--- src/ser_pkg.sv ---
/*
 * Package for the status and event reporting block: register map,
 * status byte and event register bit positions, event codes, types.
 * Assumes a 32-bit classic Wishbone register bus with byte offsets.
 */
`default_nettype none
package ser_pkg;
	// register byte offsets
	localparam logic [7:0] ADDR_ESR      = 8'h00; // event status, write one to clear
	localparam logic [7:0] ADDR_ESE      = 8'h04; // event status enable
	localparam logic [7:0] ADDR_STB      = 8'h08; // status byte, read only
	localparam logic [7:0] ADDR_SRE      = 8'h0C; // service request enable
	localparam logic [7:0] ADDR_EVQ_POP  = 8'h10; // oldest queued code, read removes it
	localparam logic [7:0] ADDR_EVQ_CNT  = 8'h14; // queued entry count
	localparam logic [7:0] ADDR_OUTQ     = 8'h18; // output queue word, read empties it
	localparam logic [7:0] ADDR_INT_STAT = 8'h1C; // sticky interrupt events, write one to clear
	localparam logic [7:0] ADDR_INT_MASK = 8'h20; // interrupt enable mask

	// event status register bits
	localparam int ESR_OPC      = 0;
	localparam int ESR_QUERY    = 2;
	localparam int ESR_DEVICE   = 3;
	localparam int ESR_EXEC     = 4;
	localparam int ESR_CMD      = 5;
	localparam int ESR_POWER_ON = 7;

	// status byte bits
	localparam int STB_QNE = 2;
	localparam int STB_MAV = 4;
	localparam int STB_ESB = 5;
	localparam int STB_MSS = 6;

	// interrupt status bits
	localparam int INT_QUEUED  = 0;
	localparam int INT_OVERFLW = 1;
	localparam int INT_MSG     = 2;
	localparam int INT_SRQ     = 3;
	localparam int INT_W       = 4;

	// event codes
	localparam logic signed [15:0] CODE_CMD_LO   = 16'sd100;
	localparam logic signed [15:0] CODE_CMD_HI   = 16'sd168;
	localparam logic signed [15:0] CODE_EXEC_LO  = 16'sd200;
	localparam logic signed [15:0] CODE_EXEC_HI  = 16'sd258;
	localparam logic signed [15:0] CODE_DEV_A    = 16'sd300;
	localparam logic signed [15:0] CODE_DEV_B    = 16'sd310;
	localparam logic signed [15:0] CODE_DEV_C    = 16'sd361;
	localparam logic signed [15:0] CODE_PWR_ON   = 16'sd401;
	localparam logic signed [15:0] CODE_OPC      = 16'sd402;
	localparam logic signed [15:0] CODE_WARN     = 16'sd500;
	localparam logic signed [15:0] CODE_OVERFLOW = -16'sd350;
	localparam logic signed [15:0] CODE_QUERY    = -16'sd410;

	// reset values, the default queue depth and the completion answer
	localparam logic [7:0]  RST_BYTE  = 8'h00;
	localparam logic [31:0] OPC_REPLY = 32'h0000_0001;
	localparam int          EVQ_DEPTH_DEF = 8;

	typedef struct packed {
		logic              valid;
		logic signed [15:0] code;
	} ser_event_s;

	typedef struct packed {
		logic        valid;
		logic [31:0] data;
	} ser_resp_s;

	typedef enum logic {OPC_IDLE, OPC_WAIT} ser_opc_e;
endpackage
`default_nettype wire

--- src/ser_status_event.sv ---
/*
 * Status and event reporting: event status register, event queue,
 * output queue word, status byte with summary bits, completion query,
 * interrupt status/mask, classic Wishbone slave.
 * Assumes event, response and command strobes come from logic on clk.
 */
// Design decisions made here: the Wishbone interface to the registers and the register offsets.
`timescale 1ns/1ps
`default_nettype none
module ser_status_event #(
	parameter int EVQ_DEPTH = ser_pkg::EVQ_DEPTH_DEF
) (
	input  wire logic              clk,
	input  wire logic              arst_n,
	input  wire logic              ce,
	// wishbone slave
	input  wire logic              wb_cyc_i,
	input  wire logic              wb_stb_i,
	input  wire logic              wb_we_i,
	input  wire logic [7:0]        wb_adr_i,
	input  wire logic [3:0]        wb_sel_i,
	input  wire logic [31:0]       wb_dat_i,
	output logic      [31:0]       wb_dat_o,
	output logic                   wb_ack_o,
	// device side
	input  wire ser_pkg::ser_event_s evIn,
	input  wire ser_pkg::ser_resp_s  respIn,
	input  wire logic              newMsg,
	input  wire logic              opcQuery,
	input  wire logic              opBusy,
	output logic                   srq,
	output logic                   irq
);
	localparam int PW = $clog2(EVQ_DEPTH);

	// fewer than two slots leaves no room for the overflow marker
	if (EVQ_DEPTH < 2) begin : gDepthLow
		$error("EVQ_DEPTH must be at least 2");
	end
	// the pointers wrap by overflow, so only powers of two are served
	if ((EVQ_DEPTH & (EVQ_DEPTH - 1)) != 0) begin : gDepthPow
		$error("EVQ_DEPTH must be a power of two");
	end

	// maps an event code to its event status register bits
	// codes outside every listed range still queue but set no bit
	function automatic logic [7:0] classify(input logic signed [15:0] c);
		logic [7:0] m;
		m = 8'h00;
		if (c >= ser_pkg::CODE_CMD_LO && c <= ser_pkg::CODE_CMD_HI)
			m[ser_pkg::ESR_CMD] = 1'b1;
		if (c >= ser_pkg::CODE_EXEC_LO && c <= ser_pkg::CODE_EXEC_HI)
			m[ser_pkg::ESR_EXEC] = 1'b1;
		if (c == ser_pkg::CODE_DEV_A || c == ser_pkg::CODE_DEV_B || c == ser_pkg::CODE_DEV_C
			|| c == ser_pkg::CODE_OVERFLOW)
			m[ser_pkg::ESR_DEVICE] = 1'b1;
		if (c == ser_pkg::CODE_WARN)
			m[ser_pkg::ESR_DEVICE] = 1'b1;
		if (c == ser_pkg::CODE_PWR_ON)
			m[ser_pkg::ESR_POWER_ON] = 1'b1;
		if (c == ser_pkg::CODE_OPC)
			m[ser_pkg::ESR_OPC] = 1'b1;
		if (c == ser_pkg::CODE_QUERY)
			m[ser_pkg::ESR_QUERY] = 1'b1;
		return m;
	endfunction

	// stored state
	logic [7:0]              esr;
	logic [7:0]              ese;
	logic [7:0]              sre;
	logic [ser_pkg::INT_W-1:0] intStat;
	logic [ser_pkg::INT_W-1:0] intMask;
	logic signed [15:0]      evq [EVQ_DEPTH];
	logic [PW-1:0]           rdPtr;
	logic [PW-1:0]           wrPtr;
	logic [PW:0]             evCount;
	logic [31:0]             outWord;
	logic                    mav;
	logic                    queryErrPend;
	logic                    mssPrev;
	ser_pkg::ser_opc_e       opcState;

	// combinational helpers
	logic                    busReq;
	logic                    busWr;
	logic                    busRd;
	logic [31:0]             wrMask;
	logic                    qPush;
	logic signed [15:0]      qCode;
	logic                    qPop;
	logic                    qFull;
	logic                    qOverflow;
	logic                    outPut;
	logic [31:0]             outVal;
	logic                    outLost;
	logic [7:0]              stbLow;
	logic                    esb;
	logic                    mss;
	logic [7:0]              stbByte;
	logic [ser_pkg::INT_W-1:0] intEvt;

	// request is taken on the edge that raises ack
	// ack in the taking term keeps a held request from being taken twice
	assign busReq = wb_cyc_i && wb_stb_i && !wb_ack_o;
	assign busWr  = busReq && wb_we_i;
	assign busRd  = busReq && !wb_we_i;
	assign wrMask = {{8{wb_sel_i[3]}}, {8{wb_sel_i[2]}}, {8{wb_sel_i[1]}}, {8{wb_sel_i[0]}}}
		& wb_dat_i;

	// queue input: external event first, a pending query error takes a free cycle
	// a same-cycle pop frees a slot, so that push is no overflow
	assign qPush = evIn.valid || queryErrPend;
	assign qCode = evIn.valid ? evIn.code : ser_pkg::CODE_QUERY;
	assign qPop  = busRd && wb_adr_i == ser_pkg::ADDR_EVQ_POP && evCount != '0;
	assign qFull = evCount == (PW+1)'(EVQ_DEPTH);
	assign qOverflow = qPush && qFull && !qPop;

	// output queue: completion answer or parser response
	// a parser response goes first; the completion answer waits a cycle
	assign outPut = respIn.valid || (opcState == ser_pkg::OPC_WAIT && !opBusy);
	assign outVal = respIn.valid ? respIn.data : ser_pkg::OPC_REPLY;
	assign outLost = newMsg && mav;

	// status byte; summary bit built from the other bits only
	// srq follows the summary bit combinationally, with no added latency
	assign esb = |(esr & ese);
	always_comb begin
		stbLow = 8'h00;
		stbLow[ser_pkg::STB_QNE] = evCount != '0;
		stbLow[ser_pkg::STB_MAV] = mav;
		stbLow[ser_pkg::STB_ESB] = esb;
	end
	assign mss = |(stbLow & sre & ~(8'h01 << ser_pkg::STB_MSS));
	assign stbByte = stbLow | ({7'h00, mss} << ser_pkg::STB_MSS);
	assign srq = mss;

	// standard event status: set wins over the write-one clear
	// a clear and an event in one cycle leave the bit set, so none is lost
	always_ff @(posedge clk or negedge arst_n) begin
		if (!arst_n) begin
			esr <= ser_pkg::RST_BYTE;
		end else if (ce) begin
			esr <= (esr & ~((busWr && wb_adr_i == ser_pkg::ADDR_ESR) ? wrMask[7:0] : 8'h00))
				| (evIn.valid ? classify(evIn.code) : 8'h00)
				| (outLost ? classify(ser_pkg::CODE_QUERY) : 8'h00)
				| (qOverflow ? classify(ser_pkg::CODE_OVERFLOW) : 8'h00);
		end
	end

	// enable registers written by software
	// byte-wide registers, so only the lowest lane carries them
	always_ff @(posedge clk or negedge arst_n) begin
		if (!arst_n) begin
			ese     <= ser_pkg::RST_BYTE;
			sre     <= ser_pkg::RST_BYTE;
			intMask <= '0;
		end else if (ce && busWr && wb_sel_i[0]) begin
			case (wb_adr_i)
				ser_pkg::ADDR_ESE:      ese <= wb_dat_i[7:0];
				ser_pkg::ADDR_SRE:      sre <= wb_dat_i[7:0];
				ser_pkg::ADDR_INT_MASK: intMask <= wb_dat_i[ser_pkg::INT_W-1:0];
				default: ;
			endcase
		end
	end

	// event queue storage; a push into a full queue rewrites the newest slot
	// no reset on the storage: a slot is only read while the count covers it
	always_ff @(posedge clk) begin
		if (ce && qPush) begin
			if (qOverflow)
				evq[wrPtr - PW'(1)] <= ser_pkg::CODE_OVERFLOW;
			else
				evq[wrPtr] <= qCode;
		end
	end

	// queue pointers and count, first in first out
	// count is one bit wider than the pointers so full and empty differ
	always_ff @(posedge clk or negedge arst_n) begin
		if (!arst_n) begin
			rdPtr   <= '0;
			wrPtr   <= '0;
			evCount <= '0;
		end else if (ce) begin
			if (qPush && !qOverflow)
				wrPtr <= wrPtr + PW'(1);
			if (qPop)
				rdPtr <= rdPtr + PW'(1);
			if (qPush && !qOverflow && !qPop)
				evCount <= evCount + (PW+1)'(1);
			else if (qPop && !(qPush && !qOverflow))
				evCount <= evCount - (PW+1)'(1);
		end
	end

	// query error waits for a cycle with no external event
	// it never displaces an external event; it is only delayed
	always_ff @(posedge clk or negedge arst_n) begin
		if (!arst_n)
			queryErrPend <= 1'b0;
		else if (ce)
			queryErrPend <= outLost || (queryErrPend && evIn.valid);
	end

	// output queue word; a new message drops any unread answer
	// placing an answer wins over the clear, so no answer is lost to a strobe
	always_ff @(posedge clk or negedge arst_n) begin
		if (!arst_n) begin
			outWord <= '0;
			mav     <= 1'b0;
		end else if (ce) begin
			if (outPut) begin
				outWord <= outVal;
				mav     <= 1'b1;
			end else if (newMsg || (busRd && wb_adr_i == ser_pkg::ADDR_OUTQ)) begin
				mav <= 1'b0;
			end
		end
	end

	// completion query: the answer waits for every pending operation
	// a response in the same cycle keeps the state, so the 1 follows it
	always_ff @(posedge clk or negedge arst_n) begin
		if (!arst_n) begin
			opcState <= ser_pkg::OPC_IDLE;
		end else if (ce) begin
			case (opcState)
				ser_pkg::OPC_IDLE:
					if (opcQuery)
						opcState <= ser_pkg::OPC_WAIT;
				ser_pkg::OPC_WAIT:
					if (!opBusy && !respIn.valid)
						opcState <= ser_pkg::OPC_IDLE;
				default: opcState <= ser_pkg::OPC_IDLE;
			endcase
		end
	end

	// interrupt events, sticky; set wins over clear
	// summary interrupt fires on the rise only, not while the bit stands
	always_comb begin
		intEvt = '0;
		intEvt[ser_pkg::INT_QUEUED]  = qPush;
		intEvt[ser_pkg::INT_OVERFLW] = qOverflow;
		intEvt[ser_pkg::INT_MSG]     = outPut;
		intEvt[ser_pkg::INT_SRQ]     = mss && !mssPrev;
	end

	always_ff @(posedge clk or negedge arst_n) begin
		if (!arst_n) begin
			intStat <= '0;
			mssPrev <= 1'b0;
		end else if (ce) begin
			mssPrev <= mss;
			intStat <= (intStat & ~((busWr && wb_adr_i == ser_pkg::ADDR_INT_STAT)
				? wrMask[ser_pkg::INT_W-1:0] : '0)) | intEvt;
		end
	end

	// level output built from flip-flops only, so inputs cannot glitch it
	assign irq = |(intStat & intMask);

	// bus answer one cycle after the request, data from flip-flops
	// read data moves only on a taken read, so it holds until the next one
	always_ff @(posedge clk or negedge arst_n) begin
		if (!arst_n) begin
			wb_ack_o <= 1'b0;
			wb_dat_o <= '0;
		end else if (ce) begin
			wb_ack_o <= busReq;
			if (busRd) begin
				case (wb_adr_i)
					ser_pkg::ADDR_ESR:      wb_dat_o <= {24'h0, esr};
					ser_pkg::ADDR_ESE:      wb_dat_o <= {24'h0, ese};
					ser_pkg::ADDR_STB:      wb_dat_o <= {24'h0, stbByte};
					ser_pkg::ADDR_SRE:      wb_dat_o <= {24'h0, sre};
					ser_pkg::ADDR_EVQ_POP:  wb_dat_o <= (evCount != '0)
						? {{16{evq[rdPtr][15]}}, evq[rdPtr]} : 32'h0000_0000;
					ser_pkg::ADDR_EVQ_CNT:  wb_dat_o <= 32'(evCount);
					ser_pkg::ADDR_OUTQ:     wb_dat_o <= mav ? outWord : 32'h0000_0000;
					ser_pkg::ADDR_INT_STAT: wb_dat_o <= 32'(intStat);
					ser_pkg::ADDR_INT_MASK: wb_dat_o <= 32'(intMask);
					default:                wb_dat_o <= 32'h0000_0000; // unmapped reads zero
				endcase
			end
		end
	end
endmodule
`default_nettype wire

--- config.mk ---
export PLATFORM = sky130hd
export DESIGN_NAME = ser_status_event
export DESIGN_NICKNAME = d
export VERILOG_FILES = /design/src/ser_pkg.sv /design/src/ser_status_event.sv
export SDC_FILE = /design/constraint.sdc
export NUM_CORES = 1
export LEC_CHECK = 0
export BUFFER_PORTS_ARGS = -buffer_cell sky130_fd_sc_hd__buf_2
export CELL_PAD_IN_SITES_DETAIL_PLACEMENT = 0
export CELL_PAD_IN_SITES_GLOBAL_PLACEMENT = 1
export CORE_MARGIN = 3
export CORE_UTILIZATION = 40
export CTS_BUF_LIST = sky130_fd_sc_hd__clkbuf_8
export DETAILED_ROUTE_END_ITERATION = 8
export PLACE_DENSITY = 0.71
export SLEW_MARGIN = 5
export SYNTH_ARGS = -nofsm -noshare
export SYNTH_HDL_FRONTEND = slang
export SYNTH_SLANG_ARGS = --single-unit
--- constraint.sdc ---
create_clock -name clk -period 7.94 [get_ports clk]
set_input_delay 1.191 -clock clk [delete_from_list [all_inputs] [get_ports clk]]
set_output_delay 1.191 -clock clk [all_outputs]
set_load 0.05 [all_outputs]
# After elaboration in Yosys (flattened, before gate mapping)
# Memory sizes are Yosys's and may differ from the RTL's.
# Index checks and enable logic that the tools add are counted.
# word_totals
regBits	111
ramBits	128
in_bits	103
out_inout_bits	35
word_cells	151
memories	1
# classes
n_addsub	5
n_lt_le_gt_ge	4
eq_ne	17
mux	39
bitwise_logic	14
reduce_logical	56
# memory_table
name	words	word_bits	read_ports	rd_clocked_by_memory_dff	write_ports	line	text
evq	8	16	1	0	1	ser_status_event.sv:74	logic signed [15:0] evq [EVQ_DEPTH];
# op_table
operator	count
$pmux W32 S9	1
$eq A16 B10 Y1 const B	8
$mux W32	3
$eq A8 B5 Y1 const B	4
$mux W16	2
$and A8 B8 Y8	3
$logic_and A1 B1 Y1	24
$mux W1	24
$reduce_and A2 Y1	9
$eq A8 B4 Y1 const B	2
$ge A16 B8 Y1 const B	1
$ge A16 B9 Y1 const B	1
$le A16 B10 Y1 const B	1
$le A16 B9 Y1 const B	1
$mux W4	4
$mux W8	2
$reduce_or A16 Y1	1
$and A4 B4 Y4	2
$and A6 B8 Y8	1
$eq A8 B3 Y1 const B	1
$eq A8 B6 Y1 const B	1
$logic_not A1 Y1	8
$logic_not A8 Y1	1
$not A8 Y8	1
20 further kinds	29

# Depth between registers and ports, before layout
# logic_depth
ltp_word	13
depth_mapped	14

# Worst setup path before layout
# OpenSTA, ideal clock, no wires.
# synth_path
path_kind	input to register
startpoint	input wb_adr_i[2]
endpoint	memory evq[4][0], enable pin
setup_time_ns	0.388
t_arrival_ns	3.169
required_ns	7.552
slack_ns	4.383
stages	8
path_buffers	2
path_cell_list	buf_2 nor4_2 and4_1 buf_6 inv_2 nand3_1 mux2i_1 nor2_1
# synth_between
elab_chain_len	10
elab_cells_between_ends	14
cone_classes	1 x eq/ne; 8 x mux; 5 x reduce/logical
# synth_lines
element	line	text
from (decl)	ser_status_event.sv:20	input wire logic [7:0] wb_adr_i,
$eq A8 B5 Y1 *	ser_status_event.sv:115	assign qPop = busRd && wb_adr_i == ser_pkg::ADDR_EVQ_POP && evCount != '0;
$logic_and A1 B1 Y1 * (2 in a row)	ser_status_event.sv:115	
$logic_not A1 Y1 *	ser_status_event.sv:117	assign qOverflow = qPush && qFull && !qPop;
$logic_and A1 B1 Y1 *	ser_status_event.sv:117	
$mux W1	ser_status_event.sv:172	if (qOverflow)
$mux W1	ser_status_event.sv:171	if (ce && qPush) begin
$mux W1 (implied by the code)	ser_status_event.sv:175	evq[wrPtr] <= qCode;
$reduce_or A16 Y1 (no line)	-	
$mux W3 (no line) or $mux W1 (tied branches)	-	
to (decl)	ser_status_event.sv:74	
# Mark *: on every way between the ends. The rest lies on a longest branch, timed or not.

# Worst setup path in the final report
# layout_path
startpoint	register evCount[0]
endpoint	output srq
# layout_between
elab_chain_len	3
# layout_lines
element	line	text
from (decl)	ser_status_event.sv:77	logic [PW:0] evCount;
from (signal assigned)	ser_status_event.sv:192	evCount <= evCount + (PW+1)'(1);
from (signal assigned)	ser_status_event.sv:194	evCount <= evCount - (PW+1)'(1);
$reduce_bool A4 Y1	ser_status_event.sv:130	stbLow[ser_pkg::STB_QNE] = evCount != '0;
$and A6 B8 Y8	ser_status_event.sv:134	assign mss = |(stbLow & sre & ~(8'h01 << ser_pkg::STB_MSS));
$reduce_or A7 Y1	ser_status_event.sv:134	
to (decl)	ser_status_event.sv:31	output logic srq,
# Every way passes these cells.

==> run summary <==
The run finished with clean final reports. At the worst endpoint, the arrival time is 2630 ps. The number of warnings printed during yosys synthesis was 0; the worst hold margin was 472 ps. The clock edge transition at the registers on the reported setup and hold paths came out at 60 ps.

Cells fill 47.6% of the core in the end. The via count normalized by instance count was 5.65. The region available for standard cell placement spans 25400 um2. The final instance count without filler cells is 1211. The proportion of synthesized flip-flops having asynchronous set or reset works out to 46.4%. At the worst endpoint, the required time is 6750 ps. Wires add up to 26.5 mm. The cell row count was 58; the number of antenna violations at the first check in global routing was 0. Overall track demand over capacity in global routing: 18.9%.

The worst setup path is launched from a flop. No sink is reached through more buffers than the 3 on the longest clock path. The category of the worst setup path capture point is a primary output. The post-cts gate resize count came out at 0.

Effective utilization at floorplan: 41.0%. The ratio of total power to cell area came out at 244 nW/um2. The logs give 0 for the final count of hold timing violations and 2.95 mW for the total power. The tree is rooted in a sky130_fd_sc_hd__clkbuf_8.

At the later pin of the worst-skew pair, clock insertion delay measures 550 ps. The smallest clock period supported by the final layout is computed as 3820 ps. Among all flip-flop cells after synthesis, the most frequent one is sky130_fd_sc_hd__edfxtp_1. The detailed-placement wirelength estimate came out at 17.5 mm.

For this run, the detailed router's first-pass iteration total came to 6. The via count of the first global-routing pass was 7011; the number of port buffers was 110. Routability-driven placement congestion ratio: 0.803. The post-synthesis net count came out at 831.

For the pin with the worst max-slew slack, the measured transition is 950 ps. Entering global routing, the biggest net connects 74 pins. Cells with a size suffix above 1 make up 28.6% of the layout.

The number of antenna diodes in the final layout is 0. The number of cells on the worst reg-to-reg path is 12. The number of primary I/O pins was 138. The standby leakage power was 4.77 nW; the global-route wire length before repair was 41.6 mm. The layout overhead on the synthesized area was 16.1%; the distinct cell type count after synthesis was 74.

The die extent in y was 167 um; the largest fanout on the critical path was 6. Dividing the final minimum period by the clock period gives 48.2%. TritonCTS buffer count: 41. Measured against its own limit, the worst slew margin works out to 36.1%. In this run the horizontal extent of the chip is 167 um. In this run, synthesis inferred 128 flip-flops with an integrated enable.

The depth of the worst hold-timing path is 2. On the final layout, the worst clock skew is 26.3 ps. The die covers 28000 um2. For the number of buffers added for setup after CTS, the log shows 0. For the peak ir drop on the vdd network, the log shows 0.124 mV. Dividing the detail-routed wire length by the instance count gives 21.8 um. Synthesis inferred 239 register bits.

The worst setup path is of the reg2out kind. For this run, design rule violations remaining after detail routing come to 0. Summed over all failing endpoints, the final setup total negative slack is 0 ps.

The TritonCTS sink count is 239. Once placement completed, the tool counted placed cells totaling 1139. For the max-slew violation count, the log shows 0.

Synthesis produced a netlist whose cell count is 721. The top achievable clock speed came out at 0.262 GHz. TritonCTS built the clock tree. In this run the remaining antenna-violating nets after routing total 0.

The cell area that synthesis handed to floorplanning was 10400 um2. For the sequential share of the synthesized area, the log shows 63.6%. Setup repair after global routing left no endpoint under its margin. The count of endpoints failing setup in the final report was 0; the number of nets in the layout was 962.

The worst hold path belongs to the class reg2reg. The total overflow left after global routing is 0. The deepest level of the CTS H-tree was 2. The detailed router finished its first iteration with 598 violations. For this block, the via count after detailed routing is 6844. Max-cap violations in this run came to 0. The run gives 0 as the hold buffer count at cts. The mean area per synthesized cell works out to 14.4 um2.
==> cell type report <==
| cell class | instances | area [um2] |
|---|---|---|
| clock inverters | 30 | 193 |
| repair buffers | 127 | 681 |
| clock buffers | 42 | 578 |
| well taps | 330 | 413 |
| inverters | 12 | 45.0 |
| flip-flops and latches | 239 | 6620 |
| fillers | 2276 | 13300 |
| multi-input cells | 431 | 3560 |
==> through the flow <==
step / setup slack (ps) / cell area, um2
after global routing: 3970 / 12100
after detailed placement: 3790 / 11300
after CTS: 4080 / 12100
final: 4120 / 12100
after global placement: 3790 / 11300
after floorplan: 4380 / 10400
==> worst paths after layout <==
path,start,end,slack (ps)
min in group asynchronous,arst_n,intStat[2]$_DFFE_PN0P_,620
hold / removal,wb_dat_o[9]$_DFFE_PN0P_,wb_dat_o[9]$_DFFE_PN0P_,470
setup reg to reg,evCount[0]$_DFFE_PN0P_,evCount[3]$_DFFE_PN0P_,4850
max in group asynchronous,arst_n,outWord[10]$_DFFE_PN0P_,6040
setup / recovery,evCount[0]$_DFFE_PN0P_,srq,4120
hold reg to reg,wb_dat_o[9]$_DFFE_PN0P_,wb_dat_o[9]$_DFFE_PN0P_,470
==> sequential cells by signal (all words and copies together), names as in the netlist <==
signal        cells
opcState          1
evq             128
queryErrPend      1
wb_dat_o         32
mssPrev           1
wb_ack_o          1
sre               8
ese               8
esr               8
wrPtr             3
rdPtr             3
intStat           4
outWord          32
evCount           4
mav               1
intMask           4
==> synth_stat cells (all sizes together), types with 3 or more instances <==
cell	n	area [um2]
mux2	24	270
nor4b	3	38.8
edfxtp	128	3840
buf	23	131
nand2	55	209
and3	5	36.3
a31oi	6	37.5
clkbuf	16	60.1
xnor2	7	61.3
a22oi	10	75.1
nand2b	12	75.1
a21boi	3	22.5
or4	5	45.0
and4	3	26.3
dfrtp	111	2780
nor2b	7	43.8
mux2i	25	250
a21o	3	22.5
mux4	33	743
nand3	14	70.1
inv	12	45.0
a21oi	15	78.8
and2	8	50.1
nor2	41	159
a32o	3	30.0
a2111oi	3	26.3
nor4	8	71.3
a221o	19	190
a22o	33	289
o21ai	27	135
nand4	5	31.3
nand4b	4	35.0
nand3b	3	22.5
ha	6	75.1
nor3	10	61.3
==> cells by family (layout without fill, tap and decap cells) <==
kind of cell | count (synthesis) | count (layout) | share of synthesized area (%)
buf+inv | 51 | 211 | 2.27
fa+ha+maj | 7 | 7 | 0.913
xor+xnor | 8 | 8 | 0.673
mux | 82 | 82 | 12.1
compound gates | 140 | 140 | 10.2
simple gates | 194 | 194 | 10.3
flops | 239 | 239 | 63.6
==> worst max-delay path, cell delays in order, from the launching register on <==
cell and delay (ps):
sky130_fd_sc_hd__dfrtp_1 460, sky130_fd_sc_hd__or4_4 610, sky130_fd_sc_hd__a222oi_1 630, sky130_fd_sc_hd__inv_1 140
sky130_fd_sc_hd__buf_2 250
==> cells in the final DEF, fill, tap and decap left out, types with 12 or more instances in the layout <==
| cell type | n |
|---|---|
| sky130_fd_sc_hd__edfxtp_1 | 128 |
| sky130_fd_sc_hd__dfrtp_1 | 111 |
| sky130_fd_sc_hd__buf_2 | 109 |
| sky130_fd_sc_hd__nand2_1 | 54 |
| sky130_fd_sc_hd__clkbuf_8 | 42 |
| sky130_fd_sc_hd__nor2_1 | 39 |
| sky130_fd_sc_hd__a22o_1 | 33 |
| sky130_fd_sc_hd__mux4_2 | 33 |
| sky130_fd_sc_hd__o21ai_0 | 25 |
| sky130_fd_sc_hd__mux2i_1 | 25 |
| sky130_fd_sc_hd__mux2_2 | 24 |
| sky130_fd_sc_hd__inv_1 | 21 |
| sky130_fd_sc_hd__a221o_1 | 19 |
| sky130_fd_sc_hd__buf_4 | 18 |
| sky130_fd_sc_hd__a21oi_1 | 14 |
| sky130_fd_sc_hd__nand3_1 | 14 |
| sky130_fd_sc_hd__nand2b_1 | 12 |
==> layer usage <==
layer / track usage (%) / vias up / routed length, um
met2: 28.4 / 251 / 11900
met5: 0 / - / 0
met4: 5.51 / 0 / 671
li1: - / 3089 / -
met3: 3.90 / 52 / 1670
met1: 27.9 / 3452 / 12200
==> power by group <==
| group | leakage (nW) | switching, mW | total [mW] | internal, mW |
|---|---|---|---|---|
| combinational | 1.75 | 0.226 | 0.370 | 0.144 |
| clock | 0.433 | 0.504 | 1.07 | 0.563 |
| sequential | 2.59 | 0.0665 | 1.52 | 1.45 |
No activity file was read; power rests on OpenSTA's default activity.
